**src/logic/tce_pkg.sv**
```systemverilog
////////////////////////////////////////////////////////////
// Shared constants for the event window counter
package tce_pkg;
   // Register byte offsets on the bus
   localparam logic [7:0] OFS_CTRL = 8'h00;
   localparam logic [7:0] OFS_CMP_LO = 8'h04;
   localparam logic [7:0] OFS_CMP_HI = 8'h08;
   localparam logic [7:0] OFS_STATUS = 8'h0C;
   // Control field positions
   localparam int CTL_MODE = 0;
   localparam int CTL_SRC_LO = 2;
   localparam int CTL_RUN = 5;
   // Reset values
   localparam logic [7:0] CTRL_RST = 8'h00;
   localparam logic [15:0] CMP_RST = 16'hFFFF;
   localparam logic [7:0] BYTE_RST = 8'h00;
   // Operating mode codes
   localparam logic MODE_TIMER = 1'b0;
   localparam logic MODE_WINDOW = 1'b1;
   // Source select codes
   localparam logic [2:0] SRC_SLOWEST = 3'h0;
   localparam logic [2:0] SRC_SLOW = 3'h1;
   localparam logic [2:0] SRC_MID = 3'h2;
   localparam logic [2:0] SRC_FAST = 3'h3;
   localparam logic [2:0] SRC_HF = 3'h4;
   localparam logic [2:0] SRC_LF = 3'h5;
   localparam logic [2:0] SRC_RSVD = 3'h6;
   localparam logic [2:0] SRC_PIN = 3'h7;
   // Tick strobe indexes from the divider chain
   localparam int TK_FC23 = 0;
   localparam int TK_FC13 = 1;
   localparam int TK_FC8 = 2;
   localparam int TK_FC3 = 3;
   localparam int TK_FC = 4;
   localparam int TK_FS = 5;
   localparam int TK_FS15 = 6;
   localparam int TK_FS5 = 7;
   localparam int TK_N = 8;
   // Compare bits kept in the high-clock warm-up case
   localparam int HF_MASK_LSB = 11;
endpackage : tce_pkg

```
**src/logic/tce_counter.sv**
```systemverilog
// The implementer's own choices: the APB slave port and the placing of the registers.
`timescale 1ns/1ps
module tce_counter
   import tce_pkg::*;
#(
   parameter int CNT_W = 16
) (
   // Clock and reset
   input wire logic pclk,
   input wire logic presetn,
   // APB slave
   input wire logic psel,
   input wire logic penable,
   input wire logic pwrite,
   input wire logic [7:0] paddr,
   input wire logic [31:0] pwdata,
   output logic [31:0] prdata,
   output logic pready,
   output logic pslverr,
   // Divider ticks and power state
   input wire logic [TK_N-1:0] src_tick,
   input wire logic divider_low_clock_select,
   input wire logic pm_slow,
   input wire logic pm_slow_mode_two,
   input wire logic stop_entry,
   // External pin
   input wire logic count_input_pin,
   // Event out
   output logic match_interrupt
);

   ////////////////////////////////////////////////////////////
   // State
   logic run_bit_q; // Counter running
   logic op_mode_q; // Timer or window
   logic [2:0] src_q; // Source select
   logic [CNT_W-1:0] cnt_q; // Up counter
   logic [CNT_W-1:0] cnt_d; // Counter next
   logic [15:0] cmp_q; // Active compare
   logic [7:0] lo_q; // Low byte held
   logic pend_q; // Low byte written
   logic pin_s1_q; // Sync stage one
   logic pin_s2_q; // Sync stage two
   logic pin_s3_q; // Edge history
   logic irq_q; // Interrupt pulse
   logic [31:0] prdata_q; // Read data
   logic pready_q; // Access answer
   logic pslverr_q; // Unmapped answer

   ////////////////////////////////////////////////////////////
   // Bus decode
   wire acc_w = psel & penable; // Access phase
   wire fin_w = acc_w & pready_q; // Completing edge
   wire wr_w = fin_w & pwrite; // Write takes effect
   wire hit_ctrl = (paddr == OFS_CTRL);
   wire hit_lo = (paddr == OFS_CMP_LO);
   wire hit_hi = (paddr == OFS_CMP_HI);
   wire hit_stat = (paddr == OFS_STATUS);
   wire mapped_w = hit_ctrl | hit_lo | hit_hi | hit_stat;
   wire wr_ctrl = wr_w & hit_ctrl;
   wire wr_lo = wr_w & hit_lo;
   wire wr_hi = wr_w & hit_hi;

   ////////////////////////////////////////////////////////////
   // Source decode
   // source clock choice
   function automatic logic pick_tick(
      input logic [2:0] s,
      input logic [TK_N-1:0] t,
      input logic dv,
      input logic slow,
      input logic slow_mode_two,
      input logic win
   );
      logic r;
      r = 1'b0;
      if (!slow) begin
         // Normal or idle
         case (s)
            SRC_SLOWEST: r = dv ? t[TK_FS15] : t[TK_FC23];
            SRC_SLOW: r = dv ? t[TK_FS5] : t[TK_FC13];
            SRC_MID: r = t[TK_FC8];
            SRC_FAST: r = t[TK_FC3];
            SRC_LF: r = t[TK_FS];
            default: r = 1'b0;
         endcase
      end else if (!win) begin
         case (s)
            SRC_SLOWEST: r = t[TK_FS15];
            SRC_SLOW: r = t[TK_FS5];
            SRC_HF: r = slow_mode_two & t[TK_FC];
            default: r = 1'b0;
         endcase
      end
      return r;
   endfunction : pick_tick

   wire win_w = (op_mode_q == MODE_WINDOW);
   wire ext_w = ~win_w & (src_q == SRC_PIN);
   wire tick_w = pick_tick(src_q, src_tick, divider_low_clock_select,
                           pm_slow, pm_slow_mode_two, win_w);
   wire hf_warm_w = ~win_w & pm_slow & pm_slow_mode_two & (src_q == SRC_HF);

   ////////////////////////////////////////////////////////////
   // Pin edges
   wire pin_rise = pin_s2_q & ~pin_s3_q;
   wire pin_fall = ~pin_s2_q & pin_s3_q;

   ////////////////////////////////////////////////////////////
   // Match and advance
   // upper five bits
   wire eq_full = (cnt_q == cmp_q);
   wire eq_high = (cnt_q[15:HF_MASK_LSB] == cmp_q[15:HF_MASK_LSB]);
   wire eq_w = hf_warm_w ? eq_high : eq_full;
   wire match_w = run_bit_q & eq_w & (~ext_w | pin_fall);
   wire ev_adv = ext_w & pin_rise;
   wire win_adv = win_w & tick_w & pin_s2_q;
   wire tm_adv = ~win_w & ~ext_w & tick_w;
   wire adv_w = run_bit_q & (ev_adv | win_adv | tm_adv);

   ////////////////////////////////////////////////////////////
   // Counter next value
   always_comb begin
      cnt_d = cnt_q;
      if (!run_bit_q) begin
         cnt_d = '0;
      end else if (match_w) begin
         // clear on match
         // A tick in the match cycle is dropped
         cnt_d = '0;
      end else if (adv_w) begin
         cnt_d = cnt_q + CNT_W'(1);
      end
   end

   ////////////////////////////////////////////////////////////
   // Counter and interrupt
   always_ff @(posedge pclk or negedge presetn) begin
      if (!presetn) begin
         cnt_q <= '0;
         irq_q <= 1'b0;
      end else begin
         cnt_q <= cnt_d;
         irq_q <= match_w;
      end
   end

   ////////////////////////////////////////////////////////////
   // Pin synchroniser
   // Reset low matches the idle pin, no false edge
   always_ff @(posedge pclk or negedge presetn) begin
      if (!presetn) begin
         pin_s1_q <= 1'b0;
         pin_s2_q <= 1'b0;
         pin_s3_q <= 1'b0;
      end else begin
         pin_s1_q <= count_input_pin;
         pin_s2_q <= pin_s1_q;
         pin_s3_q <= pin_s2_q;
      end
   end

   ////////////////////////////////////////////////////////////
   // Control register
   always_ff @(posedge pclk or negedge presetn) begin
      if (!presetn) begin
         run_bit_q <= CTRL_RST[CTL_RUN];
         op_mode_q <= CTRL_RST[CTL_MODE];
         src_q <= CTRL_RST[CTL_SRC_LO +: 3];
      end else begin
         // stop entry halts
         // Stop entry wins over a same-cycle start
         if (stop_entry) begin
            run_bit_q <= 1'b0;
         end else if (wr_ctrl) begin
            run_bit_q <= pwdata[CTL_RUN];
         end
         // Mode and source latch
         if (wr_ctrl) begin
            op_mode_q <= pwdata[CTL_MODE];
            src_q <= pwdata[CTL_SRC_LO +: 3];
         end
      end
   end

   ////////////////////////////////////////////////////////////
   // Compare pair load
   always_ff @(posedge pclk or negedge presetn) begin
      if (!presetn) begin
         cmp_q <= CMP_RST;
         lo_q <= BYTE_RST;
         pend_q <= 1'b0;
      end else begin
         if (wr_lo) begin
            lo_q <= pwdata[7:0];
            pend_q <= 1'b1;
         end else if (wr_hi) begin
            pend_q <= 1'b0;
            if (pend_q) begin
               cmp_q <= {pwdata[7:0], lo_q};
            end else if (hf_warm_w) begin
               cmp_q <= {pwdata[7:0], cmp_q[7:0]};
            end
         end
      end
   end

   ////////////////////////////////////////////////////////////
   // Read mux
   // unstable bits read zero
   wire [7:0] ctrl_rd = {2'b00, run_bit_q, src_q, 1'b0, op_mode_q};
   wire [31:0] stat_rd = {15'h0000, run_bit_q, 16'(cnt_q)};
   wire [31:0] rd_w = hit_ctrl ? {24'h000000, ctrl_rd} :
                      hit_lo ? {24'h000000, cmp_q[7:0]} :
                      hit_hi ? {24'h000000, cmp_q[15:8]} :
                      hit_stat ? stat_rd : 32'h00000000;

   ////////////////////////////////////////////////////////////
   // APB answer, one wait state
   always_ff @(posedge pclk or negedge presetn) begin
      if (!presetn) begin
         pready_q <= 1'b0;
         pslverr_q <= 1'b0;
         prdata_q <= 32'h00000000;
      end else begin
         pready_q <= acc_w & ~pready_q;
         pslverr_q <= acc_w & ~pready_q & ~mapped_w;
         // Data only on reads
         if (acc_w & ~pready_q & ~pwrite) begin
            prdata_q <= rd_w;
         end else begin
            prdata_q <= 32'h00000000;
         end
      end
   end

   ////////////////////////////////////////////////////////////
   // Outputs
   assign prdata = prdata_q;
   assign pready = pready_q;
   assign pslverr = pslverr_q;
   assign match_interrupt = irq_q;
endmodule : tce_counter

```
**config.mk**
```make
export PLATFORM = sky130hd
export DESIGN_NAME = tce_counter
export DESIGN_NICKNAME = d
export VERILOG_FILES = /design/src/logic/tce_pkg.sv /design/src/logic/tce_counter.sv
export SDC_FILE = /design/constraint.sdc
export NUM_CORES = 1
export LEC_CHECK = 0
export BUFFER_PORTS_ARGS = -buffer_cell sky130_fd_sc_hd__buf_2
export CORE_MARGIN = 3
export CORE_UTILIZATION = 35
export CTS_CLUSTER_SIZE = 30
export DETAILED_ROUTE_END_ITERATION = 6
export GPL_TIMING_DRIVEN = 1
export PLACE_DENSITY = 0.56
export SYNTH_ARGS = -nofsm -noshare
export SYNTH_HDL_FRONTEND = slang
export SYNTH_SLANG_ARGS = --single-unit
```
**constraint.sdc**
```tcl
create_clock -name pclk -period 2 [get_ports pclk]
set_input_delay 0.4 -clock pclk [delete_from_list [all_inputs] [get_ports pclk]]
set_output_delay 0.4 -clock pclk [all_outputs]
set_load 0.01 [all_outputs]
```
==> impl_metrics.json <==
{
  "run_status": "finished clean",
  "synth_edf_count": 0,
  "cp_top_family": "compound AO/OA/AOI/OAI gates",
  "die_x_um": 110,
  "postRouteWirelength_um": 9780,
  "drv_cap": 0,
  "tightest_slew_ps": 603,
  "clock_path_buffers": 2,
  "cpMaxStageDelayCell": "dfrtp_2",
  "nets": 488,
  "synthArstFlopShare": 1.00,
  "gr-total-overflow": 0,
  "synth_warnings": 0,
  "synthToLayoutAreaGrowth_pct": 24.9,
  "final_cell_area_um2": 4760,
  "drtIter0Drc": 109,
  "cts.clk_slew.worst_paths_ps": 80,
  "grt_usage": 0.174,
  "cts_inserted_buffers": 9,
  "comb_power_share": 0.071,
  "hold_viol": 0,
  "tns_ps": 0,
  "postCtsHoldBufs": 0,
  "detail-route-antenna-nets": 0,
  "antenna_found_initial": 0,
  "worstSetupPathType": "reg2reg",
  "grt_pass1_wl_um": 16000,
  "synth_seq_area_share": 0.459,
  "drive_gt1_frac": 0.435,
  "htree_num_levels": 3,
  "switchingPower_w": 0.000658,
  "dp.cells": 553,
  "place.gp.congestion": 0.887,
  "synth_cells": 345,
  "switching_share": 0.228,
  "crit_arrival_ps": 2230,
  "relSlewSlack": 0.597,
  "first_global_vias": 3057,
  "synth_cell_types": 60,
  "final_common_cell": "buf_2",
  "clockRootBuffer": "clkbuf_8",
  "power_frac_clock": 0.440,
  "vdd_drop_max_mv": 0.532,
  "viasPerCell": 5.28,
  "seq_power_share": 0.489,
  "cts_tree": "yes",
  "crit_path_frequent_cell": "o211a_1",
  "p_int_w": 0.00222,
  "io_pins": 93,
  "cpPeakStageDelay_ps": 460,
  "grt_max_degree": 70,
  "powerDensity_nw_per_um2": 606,
  "synth.area.top_cells": "dfrtp_1, dfstp_2, mux2_2",
  "routedWlPerCell_um": 17.1,
  "clock-sinks": 69,
  "finalCriticalPeriod_ps": 2000,
  "setup_violations": 0,
  "core_um2": 10500,
  "required_ps": 2240,
  "drc_errors": 0,
  "skew_ps": 10.3,
  "dieArea_um2": 12200,
  "portBuffers": 53,
  "fmax_mhz": 501,
  "worst-path-buf-inv": 1,
  "die_y_um": 110,
  "synth_top_area_cell": "dfrtp_1",
  "drv_slew": 0,
  "initial_core_util": 0.364,
  "rows": 37,
  "antenna_cells": 0,
  "layoutNonFillerInstCount": 570,
  "hp-class": "in2async",
  "ys.flop_type": "dfrtp_1",
  "leakage_nw": 2.36,
  "syn_area_per_cell_um2": 11.0,
  "dp_hpwl_um": 7250,
  "clock_latency_ps": 350,
  "final_util": 0.455,
  "finalCritPeriodShare": 0.998,
  "layout_common_cells": "buf_2, dfrtp_1, buf_4",
  "crit_fanout": 6,
  "grt_setup_unrepaired": "true",
  "synth_seq_cells": 69,
  "syn-cell-area_um2": 3810,
  "critPathLaunchType": "flop",
  "placed_cell_area_um2": 4430,
  "firstDrtPassIters": 4,
  "end_kind": "flop",
  "vias": 3011,
  "path_cells": "mux2_4, a222oi_1, buf_4, a211oi_4, o211a_1, o211a_1",
  "synth_top_area_frac": 0.348
}
[Yosys cell counts, drive strengths merged, types with 3 or more instances]
cell type	count
nand3	13
and4	5
nor2	15
o211a	17
mux2i	6
a21o	7
a211oi	13
buf	24
inv	8
clkbuf	10
mux2	34
o21a	3
nand4	9
a21oi	15
and2	13
dfrtp	53
a22oi	3
nor4	3
nand2	9
nor3	7
o21ai	6
a211o	9
and3	5
xnor2	14
dfstp	16
[per-layer routing]
metal  global-route usage  wire, µm
met3               0.0431       382
met1                0.224      4370
met5                    0         0
met4               0.0572       150
met2                0.288      4870
[flip-flops by register name (all words and copies together) (netlist names), 3 cells and up]
name	flops
prdata	17
cmp_q	16
cnt_q	16
lo_q	8
src_q	3
[cells by family (layout without fill, tap and decap cells)]
group                    count (synthesis)  in the layout  share of synthesized area
buffers and inverters                   43            118                     0.0667
AO/OA/AOI/OAI                           83             83                      0.176
AND/OR/NAND/NOR                         92             92                      0.139
multiplexers                            40             40                      0.118
flip-flops                              69             69                      0.459
adder cells (fa/ha/maj)                  1              1                    0.00328
other                                    1             15                   0.000985
XOR/XNOR                                16             16                     0.0368
[metrics by stage]
step	worst slack, ps	power, W	hold slack, ps
after global routing	-98.1	0.00301	81.3
after CTS	3.29	0.00292	61.2
after detailed placement	-115	0.00163	342
final	4.89	0.00288	54.6
after global placement	-92.1	0.00163	337
after floorplan	-122	0.00154	104
[cell type report]
class,count,area [µm²]
clock buffers,13,149
clock inverters,3,68.8
fillers,1037,5710
inverters,9,33.8
multi-input cells,247,1980
flip-flops and latches,69,1750
well taps,136,170
repair buffers,93,611
[timing repair]
| action | CTS | global route |
|---|---|---|
| setup buffers | 0 | 1 |
| gates resized for setup | 8 | 16 |
| pin swaps | 5 | 9 |
| endpoints found under the setup margin | 13 | 16 |
[final timing paths]
path	start	cells after the start	slack, ps	end
setup / recovery	src_q[0]	6	5	cnt_q[11]
hold / removal	presetn	2	50	cnt_q[3]
setup reg to reg	src_q[0]	6	5	cnt_q[11]
hold reg to reg	pin_s1_q	0	360	pin_s2_q
max in group asynchronous	presetn	2	1590	cmp_q[15]
min in group pclk	count_input_pin	1	150	pin_s1_q
[power by group through the flow]
stage	clock network, W	registers (W)	logic [W]
2_1_floorplan	0	0.00143	0.000106
3_3_place_gp	0	0.00143	0.000193
3_5_place_dp	0	0.00143	0.000196
4_1_cts	0.00131	0.00141	0.000201
5_1_grt	0.00138	0.00141	0.000229
6_report	0.00127	0.00141	0.000205
(Power assumes the default switching activity.)
